## src/event_pkt_pkg.sv

```systemverilog
// constants and types for the discrete event packetizer
package event_pkt_pkg;
    // ************************************************
    // body word layout
    // ************************************************
    localparam int unsigned MODE_TRIG_BIT  = 0;
    localparam int unsigned MODE_ALIGN_BIT = 1;
    localparam int unsigned LEN_LSB        = 3;
    localparam int unsigned LEN_W          = 5;
    localparam int unsigned STATE_W        = 32;
    localparam int unsigned RTC_W          = 48;
    localparam int unsigned WORD_W         = 16;
    localparam int unsigned BLEN_W         = 20;
    localparam logic [5:0]  FULL_WIDTH     = 6'h20;
    localparam logic [BLEN_W-1:0] BYTES_PER_WORD = 20'h00002;
    localparam logic [15:0] TICK_RESET     = 16'h0000;

    typedef enum logic [3:0] {
        S_IDLE   = 4'b0000,
        S_CSW_LO = 4'b0001,
        S_CSW_HI = 4'b0010,
        S_WAIT   = 4'b0011,
        S_TS0    = 4'b0100,
        S_TS1    = 4'b0101,
        S_TS2    = 4'b0110,
        S_TS3    = 4'b0111,
        S_ST0    = 4'b1000,
        S_ST1    = 4'b1001
    } pkt_state_t;
endpackage

```

## src/discrete_event_packetizer.sv

```systemverilog
// discrete event packet body builder, 16-bit word stream out
// What this block does
// - records one to 32 discrete inputs per event, count set by configuration.
// - body opens with 32-bit word; mode in bits 2-0, bits 31-8 reserved.
// - bits 7-3 hold bits per event; zero means 32.
// - mode bit 0 clear records on change, set records on interval.
// - mode bit 1 reports alignment, 0 lsb, 1 msb; mode bit 2 reserved.
// - state word bit n is level of discrete input n when lsb aligned; msb alignment moves short events up.
// - each state word is directly preceded by a time stamp header only.
// - time stamp is 64 bits, low long word first then high.
// - default stamp is 48-bit relative time at event, upper 16 bits zero.
// - absolute time flag set puts absolute time, in flagged format, in stamp.
// - 16-bit words low half first: config word, four stamp, two state words.
module discrete_event_packetizer (
    input  wire logic        core_clk,
    input  wire logic        rst_b,
    input  wire logic [31:0] discrete_in,
    input  wire logic [4:0]  event_len,
    input  wire logic        interval_mode,
    input  wire logic        align_msb,
    input  wire logic [15:0] interval_ticks,
    input  wire logic        abs_time_en,
    input  wire logic [63:0] abs_time,
    input  wire logic [47:0] rel_time,
    input  wire logic        pkt_start,
    input  wire logic        pkt_end,
    input  wire logic        body_ready,
    output logic      [15:0] body_data,
    output logic             body_valid,
    output logic             body_done,
    output logic      [19:0] body_len_bytes,
    output logic             busy
);
    // ************************************************
    // state
    // ************************************************
    event_pkt_pkg::pkt_state_t state_reg, state_next;
    logic [4:0]  len_reg, len_next;
    logic        intv_reg, intv_next;
    logic        msb_reg, msb_next;
    logic        abs_reg, abs_next;
    logic [31:0] last_reg, last_next;
    logic [31:0] evt_reg, evt_next;
    logic [63:0] ts_reg, ts_next;
    logic [15:0] tick_reg, tick_next;
    logic        tpend_reg, tpend_next;
    logic        epend_reg, epend_next;
    logic [15:0] data_reg, data_next;
    logic        valid_reg, valid_next;
    logic        done_reg, done_next;
    logic [19:0] blen_reg, blen_next;
    logic        busy_reg, busy_next;

    logic [5:0]  width;
    logic [31:0] mask;
    logic [31:0] aligned;
    logic [31:0] csw;
    logic        can_load;
    logic        tick_hit;
    logic        evt_now;

    // ************************************************
    // next-state logic
    // ************************************************
    always_comb begin
        width    = (len_reg == 5'h00) ? event_pkt_pkg::FULL_WIDTH : {1'b0, len_reg};
        mask     = 32'hffff_ffff >> (event_pkt_pkg::FULL_WIDTH - width);
        // inputs kept in place, unused bits cleared, then moved up for msb
        aligned  = msb_reg ? ((discrete_in & mask) << (event_pkt_pkg::FULL_WIDTH - width))
                           : (discrete_in & mask);
        csw      = 32'h0000_0000;
        csw[event_pkt_pkg::LEN_LSB +: event_pkt_pkg::LEN_W] = len_reg;
        csw[event_pkt_pkg::MODE_TRIG_BIT]  = intv_reg;
        csw[event_pkt_pkg::MODE_ALIGN_BIT] = msb_reg;
        can_load = !valid_reg || body_ready;
        tick_hit = intv_reg && (tick_reg + 16'h0001 >= interval_ticks);
        evt_now  = intv_reg ? tpend_reg : (aligned != last_reg);

        state_next = state_reg;
        len_next   = len_reg;
        intv_next  = intv_reg;
        msb_next   = msb_reg;
        abs_next   = abs_reg;
        last_next  = last_reg;
        evt_next   = evt_reg;
        ts_next    = ts_reg;
        tick_next  = tick_hit ? event_pkt_pkg::TICK_RESET : tick_reg + 16'h0001;
        tpend_next = tpend_reg;
        epend_next = epend_reg || pkt_end;
        data_next  = data_reg;
        valid_next = valid_reg && !body_ready;
        done_next  = 1'b0;
        blen_next  = blen_reg;

        case (state_reg)
            event_pkt_pkg::S_IDLE: begin
                epend_next = 1'b0;
                tpend_next = 1'b0;
                tick_next  = event_pkt_pkg::TICK_RESET;
                if (pkt_start) begin
                    len_next   = event_len;
                    intv_next  = interval_mode;
                    msb_next   = align_msb;
                    abs_next   = abs_time_en;
                    blen_next  = 20'h00000;
                    state_next = event_pkt_pkg::S_CSW_LO;
                end
            end
            event_pkt_pkg::S_CSW_LO: begin
                // first compare reference taken once the config is in force
                last_next = aligned;
                if (can_load) begin
                    data_next  = csw[15:0];
                    valid_next = 1'b1;
                    blen_next  = blen_reg + event_pkt_pkg::BYTES_PER_WORD;
                    state_next = event_pkt_pkg::S_CSW_HI;
                end
            end
            event_pkt_pkg::S_CSW_HI: begin
                if (can_load) begin
                    data_next  = csw[31:16];
                    valid_next = 1'b1;
                    blen_next  = blen_reg + event_pkt_pkg::BYTES_PER_WORD;
                    state_next = event_pkt_pkg::S_WAIT;
                end
            end
            event_pkt_pkg::S_WAIT: begin
                // events win over a pending close
                if (evt_now) begin
                    evt_next   = aligned;
                    last_next  = aligned;
                    ts_next    = abs_reg ? abs_time : {16'h0000, rel_time};
                    tpend_next = tick_hit;
                    state_next = event_pkt_pkg::S_TS0;
                end else if (epend_reg && !valid_reg) begin
                    done_next  = 1'b1;
                    state_next = event_pkt_pkg::S_IDLE;
                end
            end
            event_pkt_pkg::S_TS0,
            event_pkt_pkg::S_TS1,
            event_pkt_pkg::S_TS2,
            event_pkt_pkg::S_TS3: begin
                if (can_load) begin
                    data_next  = ts_reg[16*state_reg[1:0] +: 16];
                    valid_next = 1'b1;
                    blen_next  = blen_reg + event_pkt_pkg::BYTES_PER_WORD;
                    state_next = (state_reg == event_pkt_pkg::S_TS3) ? event_pkt_pkg::S_ST0
                               : event_pkt_pkg::pkt_state_t'(state_reg + 4'h1);
                end
            end
            event_pkt_pkg::S_ST0: begin
                if (can_load) begin
                    data_next  = evt_reg[15:0];
                    valid_next = 1'b1;
                    blen_next  = blen_reg + event_pkt_pkg::BYTES_PER_WORD;
                    state_next = event_pkt_pkg::S_ST1;
                end
            end
            event_pkt_pkg::S_ST1: begin
                if (can_load) begin
                    data_next  = evt_reg[31:16];
                    valid_next = 1'b1;
                    blen_next  = blen_reg + event_pkt_pkg::BYTES_PER_WORD;
                    state_next = event_pkt_pkg::S_WAIT;
                end
            end
            default: state_next = event_pkt_pkg::S_IDLE;
        endcase
        // a tick landing while the packet is busy stays pending
        if (tick_hit && state_reg != event_pkt_pkg::S_IDLE) begin
            tpend_next = 1'b1;
        end
        // registered so the busy pin comes straight from a flop
        busy_next = (state_next != event_pkt_pkg::S_IDLE);
    end

    always_ff @(posedge core_clk or negedge rst_b) begin
        if (!rst_b) begin
            state_reg <= event_pkt_pkg::S_IDLE;
            len_reg   <= 5'h00;
            intv_reg  <= 1'b0;
            msb_reg   <= 1'b0;
            abs_reg   <= 1'b0;
            last_reg  <= 32'h0000_0000;
            evt_reg   <= 32'h0000_0000;
            ts_reg    <= 64'h0000_0000_0000_0000;
            tick_reg  <= 16'h0000;
            tpend_reg <= 1'b0;
            epend_reg <= 1'b0;
            data_reg  <= 16'h0000;
            valid_reg <= 1'b0;
            done_reg  <= 1'b0;
            blen_reg  <= 20'h00000;
            busy_reg  <= 1'b0;
        end else begin
            state_reg <= state_next;
            len_reg   <= len_next;
            intv_reg  <= intv_next;
            msb_reg   <= msb_next;
            abs_reg   <= abs_next;
            last_reg  <= last_next;
            evt_reg   <= evt_next;
            ts_reg    <= ts_next;
            tick_reg  <= tick_next;
            tpend_reg <= tpend_next;
            epend_reg <= epend_next;
            data_reg  <= data_next;
            valid_reg <= valid_next;
            done_reg  <= done_next;
            blen_reg  <= blen_next;
            busy_reg  <= busy_next;
        end
    end

    assign body_data      = data_reg;
    assign body_valid     = valid_reg;
    assign body_done      = done_reg;
    assign body_len_bytes = blen_reg;
    assign busy           = busy_reg;
endmodule // discrete_event_packetizer

```

## config.mk

```make
export PLATFORM = sky130hd
export DESIGN_NAME = discrete_event_packetizer
export DESIGN_NICKNAME = d
export VERILOG_FILES = /design/src/event_pkt_pkg.sv /design/src/discrete_event_packetizer.sv
export SDC_FILE = /design/constraint.sdc
export NUM_CORES = 1
export LEC_CHECK = 0
export BUFFER_PORTS_ARGS = -buffer_cell sky130_fd_sc_hd__buf_2
export CAP_MARGIN = 20
export CORE_UTILIZATION = 45
export DETAILED_ROUTE_END_ITERATION = 7
export PLACE_DENSITY_LB_ADDON = 0.08
export SYNTH_ARGS = -nofsm -noshare
export SYNTH_HDL_FRONTEND = slang
export SYNTH_SLANG_ARGS = --single-unit
```

## constraint.sdc

```tcl
create_clock -name core_clk -period 18.2 [get_ports core_clk]
set_clock_uncertainty 0.2 [all_clocks]
set_input_delay 3.64 -clock core_clk [delete_from_list [all_inputs] [get_ports core_clk]]
set_output_delay 3.64 -clock core_clk [all_outputs]
set_load 0.01 [all_outputs]
```

# Word-level counts from Yosys, hierarchy flattened
# Index checks and enable logic that the tools add are counted.
word_totals:
  reg_bits: 197
  mem_bits_rw: 0
  output_inout_bits: 39
  memories: 0
  elab_cells: 104
  latchBits: 0
  in_bits: 173
  mem_bits_ro: 0
classes:
  shifts: 3
  div: 0
  n_addsub: 4
  mul: 0
  eq_ne: 19
  mux: 35
  magnitude_cmp: 1
  n_reduce_logical: 25
  bitwise: 1
op_table:
  columns: ["cell", "n"]
  rows:
  - ["16-bit 2-to-1 mux", 7]
  - ["16-bit case mux with 5 select lines", 1]
  - ["32-bit 2-to-1 mux", 2]
  - ["64-bit 2-to-1 mux", 1]
  - ["32-bit case mux with 2 select lines", 1]
  - ["64-bit by 7-bit variable part select with 16-bit output", 1]
  - ["20-bit 2-to-1 mux", 2]
  - ["20-bit case mux with 2 select lines", 1]
  - ["32-bit bitwise AND", 1]
  - ["4-bit 2-to-1 mux", 8]
  - ["32-bit != test", 1]
  - ["32-bit by 6-bit left shift with 32-bit output", 1]
  - ["32-bit by 6-bit right shift with 32-bit output, first input constant", 1]
  - ["4-bit case mux with 6 select lines", 1]
  - ["20-bit by 2-bit adder with 20-bit output, second input constant", 1]
  - ["16-bit by 1-bit adder with 16-bit output, second input constant", 1]
  - ["4-bit by 3-bit equality test with 1-bit output, second input constant", 4]
  - ["16-bit >= comparator", 1]
  - ["2-bit != test, second input constant", 7]
  - ["1-bit 2-to-1 mux", 9]
  - ["4-bit by 2-bit equality test with 1-bit output, second input constant", 2]
  - ["4-bit equality test, second input constant", 2]
  - ["2-bit AND reduction", 4]
  - ["4-bit nonzero test", 2]
  - ["other kinds (20)", 26]

# Logic depth before layout (Yosys ltp)
depth:
  ltp_word: 12
  depth_mapped: 24
  mapped_depth_nobuf: 17

# Worst setup path after synthesis
# Ideal clock, no wire load.
synth_timing:
  kind: "input -> register"
  from: "in discrete_in[24]"
  to: "reg last_reg[22]"
  stages: 14
  slack_ps: 10446
  arrival_ps: 7429
  path_buffers: 3
  path_cell_list: "clkbuf_1 mux4_2 and2_2 a221o_1 a221o_1 and3_4 a221oi_1 o311ai_1 or4_1 or4_1 buf_6 a31oi_4 buf_6 mux2_2"
synth_via:
  elab_chain_cells: 7
synth_rtl:
  columns: ["item", "line", "rtl"]
  rows:
  - ["start, declared", "discrete_event_packetizer.sv:17", "input wire logic [31:0] discrete_in,"]
  - ["32-bit bitwise AND *", "discrete_event_packetizer.sv:69, discrete_event_packetizer.sv:70", null]
  - ["32-bit by 6-bit left shift with 32-bit output", "discrete_event_packetizer.sv:69", "aligned = msb_reg ? ((discrete_in & mask) << (event_pkt_pkg::FULL_WIDTH - width))"]
  - ["32-bit 2-to-1 mux *", "discrete_event_packetizer.sv:69", null]
  - ["32-bit != test", "discrete_event_packetizer.sv:77", "evt_now = intv_reg ? tpend_reg : (aligned != last_reg);"]
  - ["1-bit 2-to-1 mux", "discrete_event_packetizer.sv:77", null]
  - ["2-bit != test (no source line)", null, null]
  - ["2-bit AND reduction (no source line)", null, null]
  - ["end signal, assigned", "discrete_event_packetizer.sv:202", "last_reg <= last_next;"]
  - ["end, declared", "discrete_event_packetizer.sv:42", "logic [31:0] last_reg, last_next;"]
# Every way passes the cells marked *; elsewhere a longest branch is shown, timed or not. The select of a mux whose other input is x is not followed.
# A chain may end at the register's enable or synchronous reset.

# Worst setup path after layout
layout_timing:
  from: "reg len_reg[0]"
  to: "reg busy_reg, in the netlist busy"
layout_via:
  elab_chain_cells: 12
layout_rtl:
  columns: ["item", "line", "rtl"]
  rows:
  - ["start, declared", "discrete_event_packetizer.sv:38", "logic [4:0] len_reg, len_next;"]
  - ["start signal, assigned", "discrete_event_packetizer.sv:198", "len_reg <= len_next;"]
  - ["5-bit logical NOT", "discrete_event_packetizer.sv:66", "width = (len_reg == 5'h00) ? event_pkt_pkg::FULL_WIDTH : {1'b0, len_reg};"]
  - ["6-bit 2-to-1 mux *", "discrete_event_packetizer.sv:66", null]
  - ["6-bit subtractor *", "discrete_event_packetizer.sv:67, discrete_event_packetizer.sv:69", null]
  - ["32-bit by 6-bit right shift with 32-bit output", "discrete_event_packetizer.sv:67", "mask = 32'hffff_ffff >> (event_pkt_pkg::FULL_WIDTH - width);"]
  - ["32-bit bitwise AND", "discrete_event_packetizer.sv:69, discrete_event_packetizer.sv:70", null]
  - ["32-bit by 6-bit left shift with 32-bit output", "discrete_event_packetizer.sv:69", null]
  - ["32-bit 2-to-1 mux *", "discrete_event_packetizer.sv:69", null]
  - ["32-bit != test *", "discrete_event_packetizer.sv:77", null]
  - ["1-bit 2-to-1 mux *", "discrete_event_packetizer.sv:77", null]
  - ["4-bit 2-to-1 mux *", "discrete_event_packetizer.sv:129", "if (evt_now) begin"]
  - ["4-bit case mux with 6 select lines *", "discrete_event_packetizer.sv:95", "case (state_reg)"]
  - ["4-bit nonzero test *", "discrete_event_packetizer.sv:175", "busy_next = (state_next != event_pkt_pkg::S_IDLE);"]
  - ["named net busy_next", "discrete_event_packetizer.sv:52", "logic busy_reg, busy_next;"]
  - ["end signal, assigned", "discrete_event_packetizer.sv:212", "busy_reg <= busy_next;"]
  - ["end, declared", "discrete_event_packetizer.sv:52", null]
# Mark *: on every way through the listed nets, which the timed path passes. The rest lies on a longest branch.

==> results.ini <==
[run_status]
outcome=completed

[clock_tree]
cts_resized=0
cts_setup_buffers=0
cts_root_buf=clkbuf_16
numCtsBuffers=17
clockBufferDepth=2
cts.hold.buffers_added=0
cts_tree=yes
cts_sinks=196
insertion_delay_ps=450
path_clk_slew_ps=70
htree_levels=4

[floorplan]
die_w_um=184
num_rows=66
io-pin-count=212
dieArea_um2=33800
die_y_um=184
initial_core_util_pct=45.8
core-area_um2=32500

[timing]
setup-violations-final=0
maxSlewHeadroom_pct=29.7
rsz0062_at_grt=no
setup-tns-final_ps=0
slew_viol_final=0
tightest_slew_ps=1040
layout_setup_ws_ps=8690
hold_viol_final=0
period_share_pct=52.2
fmaxAchievable_mhz=105
period_minus_slack_ps=9510

[yosys]
seq_area_frac_synth_pct=32.9
synth_top_area_share_pct=32.9
ys.flop_type=dfrtp_1
synthCells=1600
avgSynthCellArea_um2=9.31
yosys_warnings=0
synth-seq-cells=196
syn_area_um2=14900
synth_area_leaders=dfrtp_1 33%, mux2_2 12%, nand2_1 4.3%
synthArstFlopShare_pct=100
ys_types=121
synth_largest_area_cell=dfrtp_1
syn_nets=1799
synth_edf_count=0

[placement]
placed_cells=2177
dp_slack_ps=8490
port_buffers=210
place.gp.congestion=1.04
dp_hpwl_um=43100

[setup_path]
worstSetupPathType=register to register
path_delay_family=simple AND/OR/NAND/NOR gates
critPathArrivalTime_ps=9620
cp-start-kind=register
crit_fanout=50
cp_num_buf_inv=6
path_cells=buf_4 > inv_2 > ha_1 > inv_1 > ha_1 > buf_4 > clkinv_1 > o31ai_1 > a32o_1 > o221ai_1 > a32oi_1 > a311o_1 > xor2_1 > or4_1 > or4_1 > or4_1 > nand3_4 > buf_4 > or4b_1
cpMaxStageDelayCell=clkinv_1
worstPathRequired_ps=18320
end_kind=register
max_stage_delay_ps=940

[cells_and_area]
largest_reg_flops=64
fill_cells=3170
fin_cells=2210
fin_nets=1954
drive_gt1_share_pct=28.6
syn_to_final_growth_pct=11.6

[routing]
drt-total-wl_um=57500
drt_iter0_drc=2076
drc=0
post_drt_wl_per_cell_um=26.0
first_pass_iters=6
viasPerCell=6.42
vias=14198
antenna_left=0

[global_routing]
grt_pass1_wl_um=86300
grt_start_max_net_pins=124
grt.overflow.total=0
grtUsageTotal_pct=34.5
grt_antenna_before_repair=1
grt_pass1_vias=13658

[worst_hold_path]
hold_path.class=register to register

[power_and_ir_drop]
peakVddDrop_v=0.000145
power_w=0.00386
power.density_nw_per_um2=232
p_leak_nw=7.54

[job]
maxCapViolCount=0

==> worst paths after layout <==
kind / slack (ps) / start / cells after the start / to
max: 8690 / len_reg[0]$_DFFE_PN0P_ / 19 / busy$_DFF_PN0_
max in group asynchronous: 13140 / rst_b / 3 / ts_reg[0]$_DFFE_PN0P_
min reg2reg: 290 / body_data[8]$_DFFE_PN0P_ / 2 / body_data[8]$_DFFE_PN0P_
max reg2reg: 8690 / len_reg[0]$_DFFE_PN0P_ / 19 / busy$_DFF_PN0_
min: 290 / body_data[8]$_DFFE_PN0P_ / 2 / body_data[8]$_DFFE_PN0P_
min in group asynchronous: 2920 / rst_b / 1 / last_reg[19]$_DFFE_PN0P_
==> stage by stage <==
| stage | util (%) | hold slack (ps) | cell area [um^2] |
|---|---|---|---|
| floorplan | - | 264 | 14900 |
| global route | 51.1 | 304 | 16600 |
| finish | 51.1 | 285 | 16600 |
| global placement | 49.3 | 259 | 16000 |
| detailed placement | 49.3 | 271 | 16000 |
| CTS | 51.0 | 293 | 16600 |
==> cells in the final DEF (no fill, tap or decap), types with 16 or more instances in the layout <==
cell	synthesis	layout
clkbuf_16	0	17
inv_1	62	62
mux2_2	158	158
mux2i_1	27	27
nand2_1	172	172
xnor2_1	17	16
a21o_1	18	18
o22ai_1	27	27
buf_4	4	30
a222oi_1	16	16
mux4_2	17	17
o21ai_0	76	76
and3_1	22	22
nor3_1	27	27
nor2b_1	25	25
o31ai_1	17	17
o211ai_1	20	20
a21oi_1	65	65
nand3_1	61	61
nor2_1	103	103
ha_1	26	26
dfrtp_1	196	195
xor2_1	21	21
o221ai_1	17	17
buf_2	12	209
==> worst min-delay path: cells and delay by family (launching register included) <==
family             cells  cell delay (ps)
DFF                    1              340
and+or+nand+nor        1               50
AOI/OAI and AO/OA      1               60
==> cells in the mapped netlist (all sizes together) (18+ instances only) <==
cell and count:
dfrtp 196, mux2i 27, mux2 172, a21oi 65, o21ai 88, and3 27, nand3 62, ha 26
a21o 18, inv 63, nor3 28, nor2b 25, nor2 105, o211ai 20, o22ai 27, buf 35
clkbuf 70, xor2 21, o221ai 18, nand2 174
==> kinds of logic (layout without fill, tap and decap cells) <==
logic type / count (synthesis) / in the layout / synth area share (%)
simple gates: 531 / 531 / 18.2
xor+xnor: 38 / 38 / 2.23
buf+inv: 169 / 336 / 6.53
mux: 216 / 216 / 17.4
compound gates: 423 / 423 / 20.5
fa+ha+maj: 26 / 26 / 2.18
flops: 196 / 196 / 32.9
other cells: 1 / 2 / 0.0252
==> cell type report <==
| class | instances | area [um^2] | share of cell area [%] |
|---|---|---|---|
| multi-input cells | 1235 | 9040 | 54.4 |
| flip-flops and latches | 196 | 4910 | 29.5 |
| repair buffers | 241 | 1310 | 7.89 |
| well taps | 442 | 553 | 3.33 |
| clock buffers | 17 | 425 | 2.56 |
| inverters | 64 | 240 | 1.45 |
| clock inverters | 14 | 144 | 0.866 |
| diodes | 1 | 2.50 | 0.0151 |
==> where the power goes <==
group	internal [W]	leakage [nW]	total (W)	switching [W]
Sequential	0.000600	2.52	0.000736	0.000136
Combinational	0.000919	4.75	0.00275	0.00183
Clock	0.000182	0.270	0.000369	0.000187
==> layer usage <==
metal,GRT usage (%),wire (um),vias up
li1,-,-,6326
met3,7.94,5960,140
met4,15.1,2310,0
met2,49.5,24000,840
met1,49.3,25200,6892
met5,0,0,-
No activity file was read; power rests on OpenSTA's default activity.
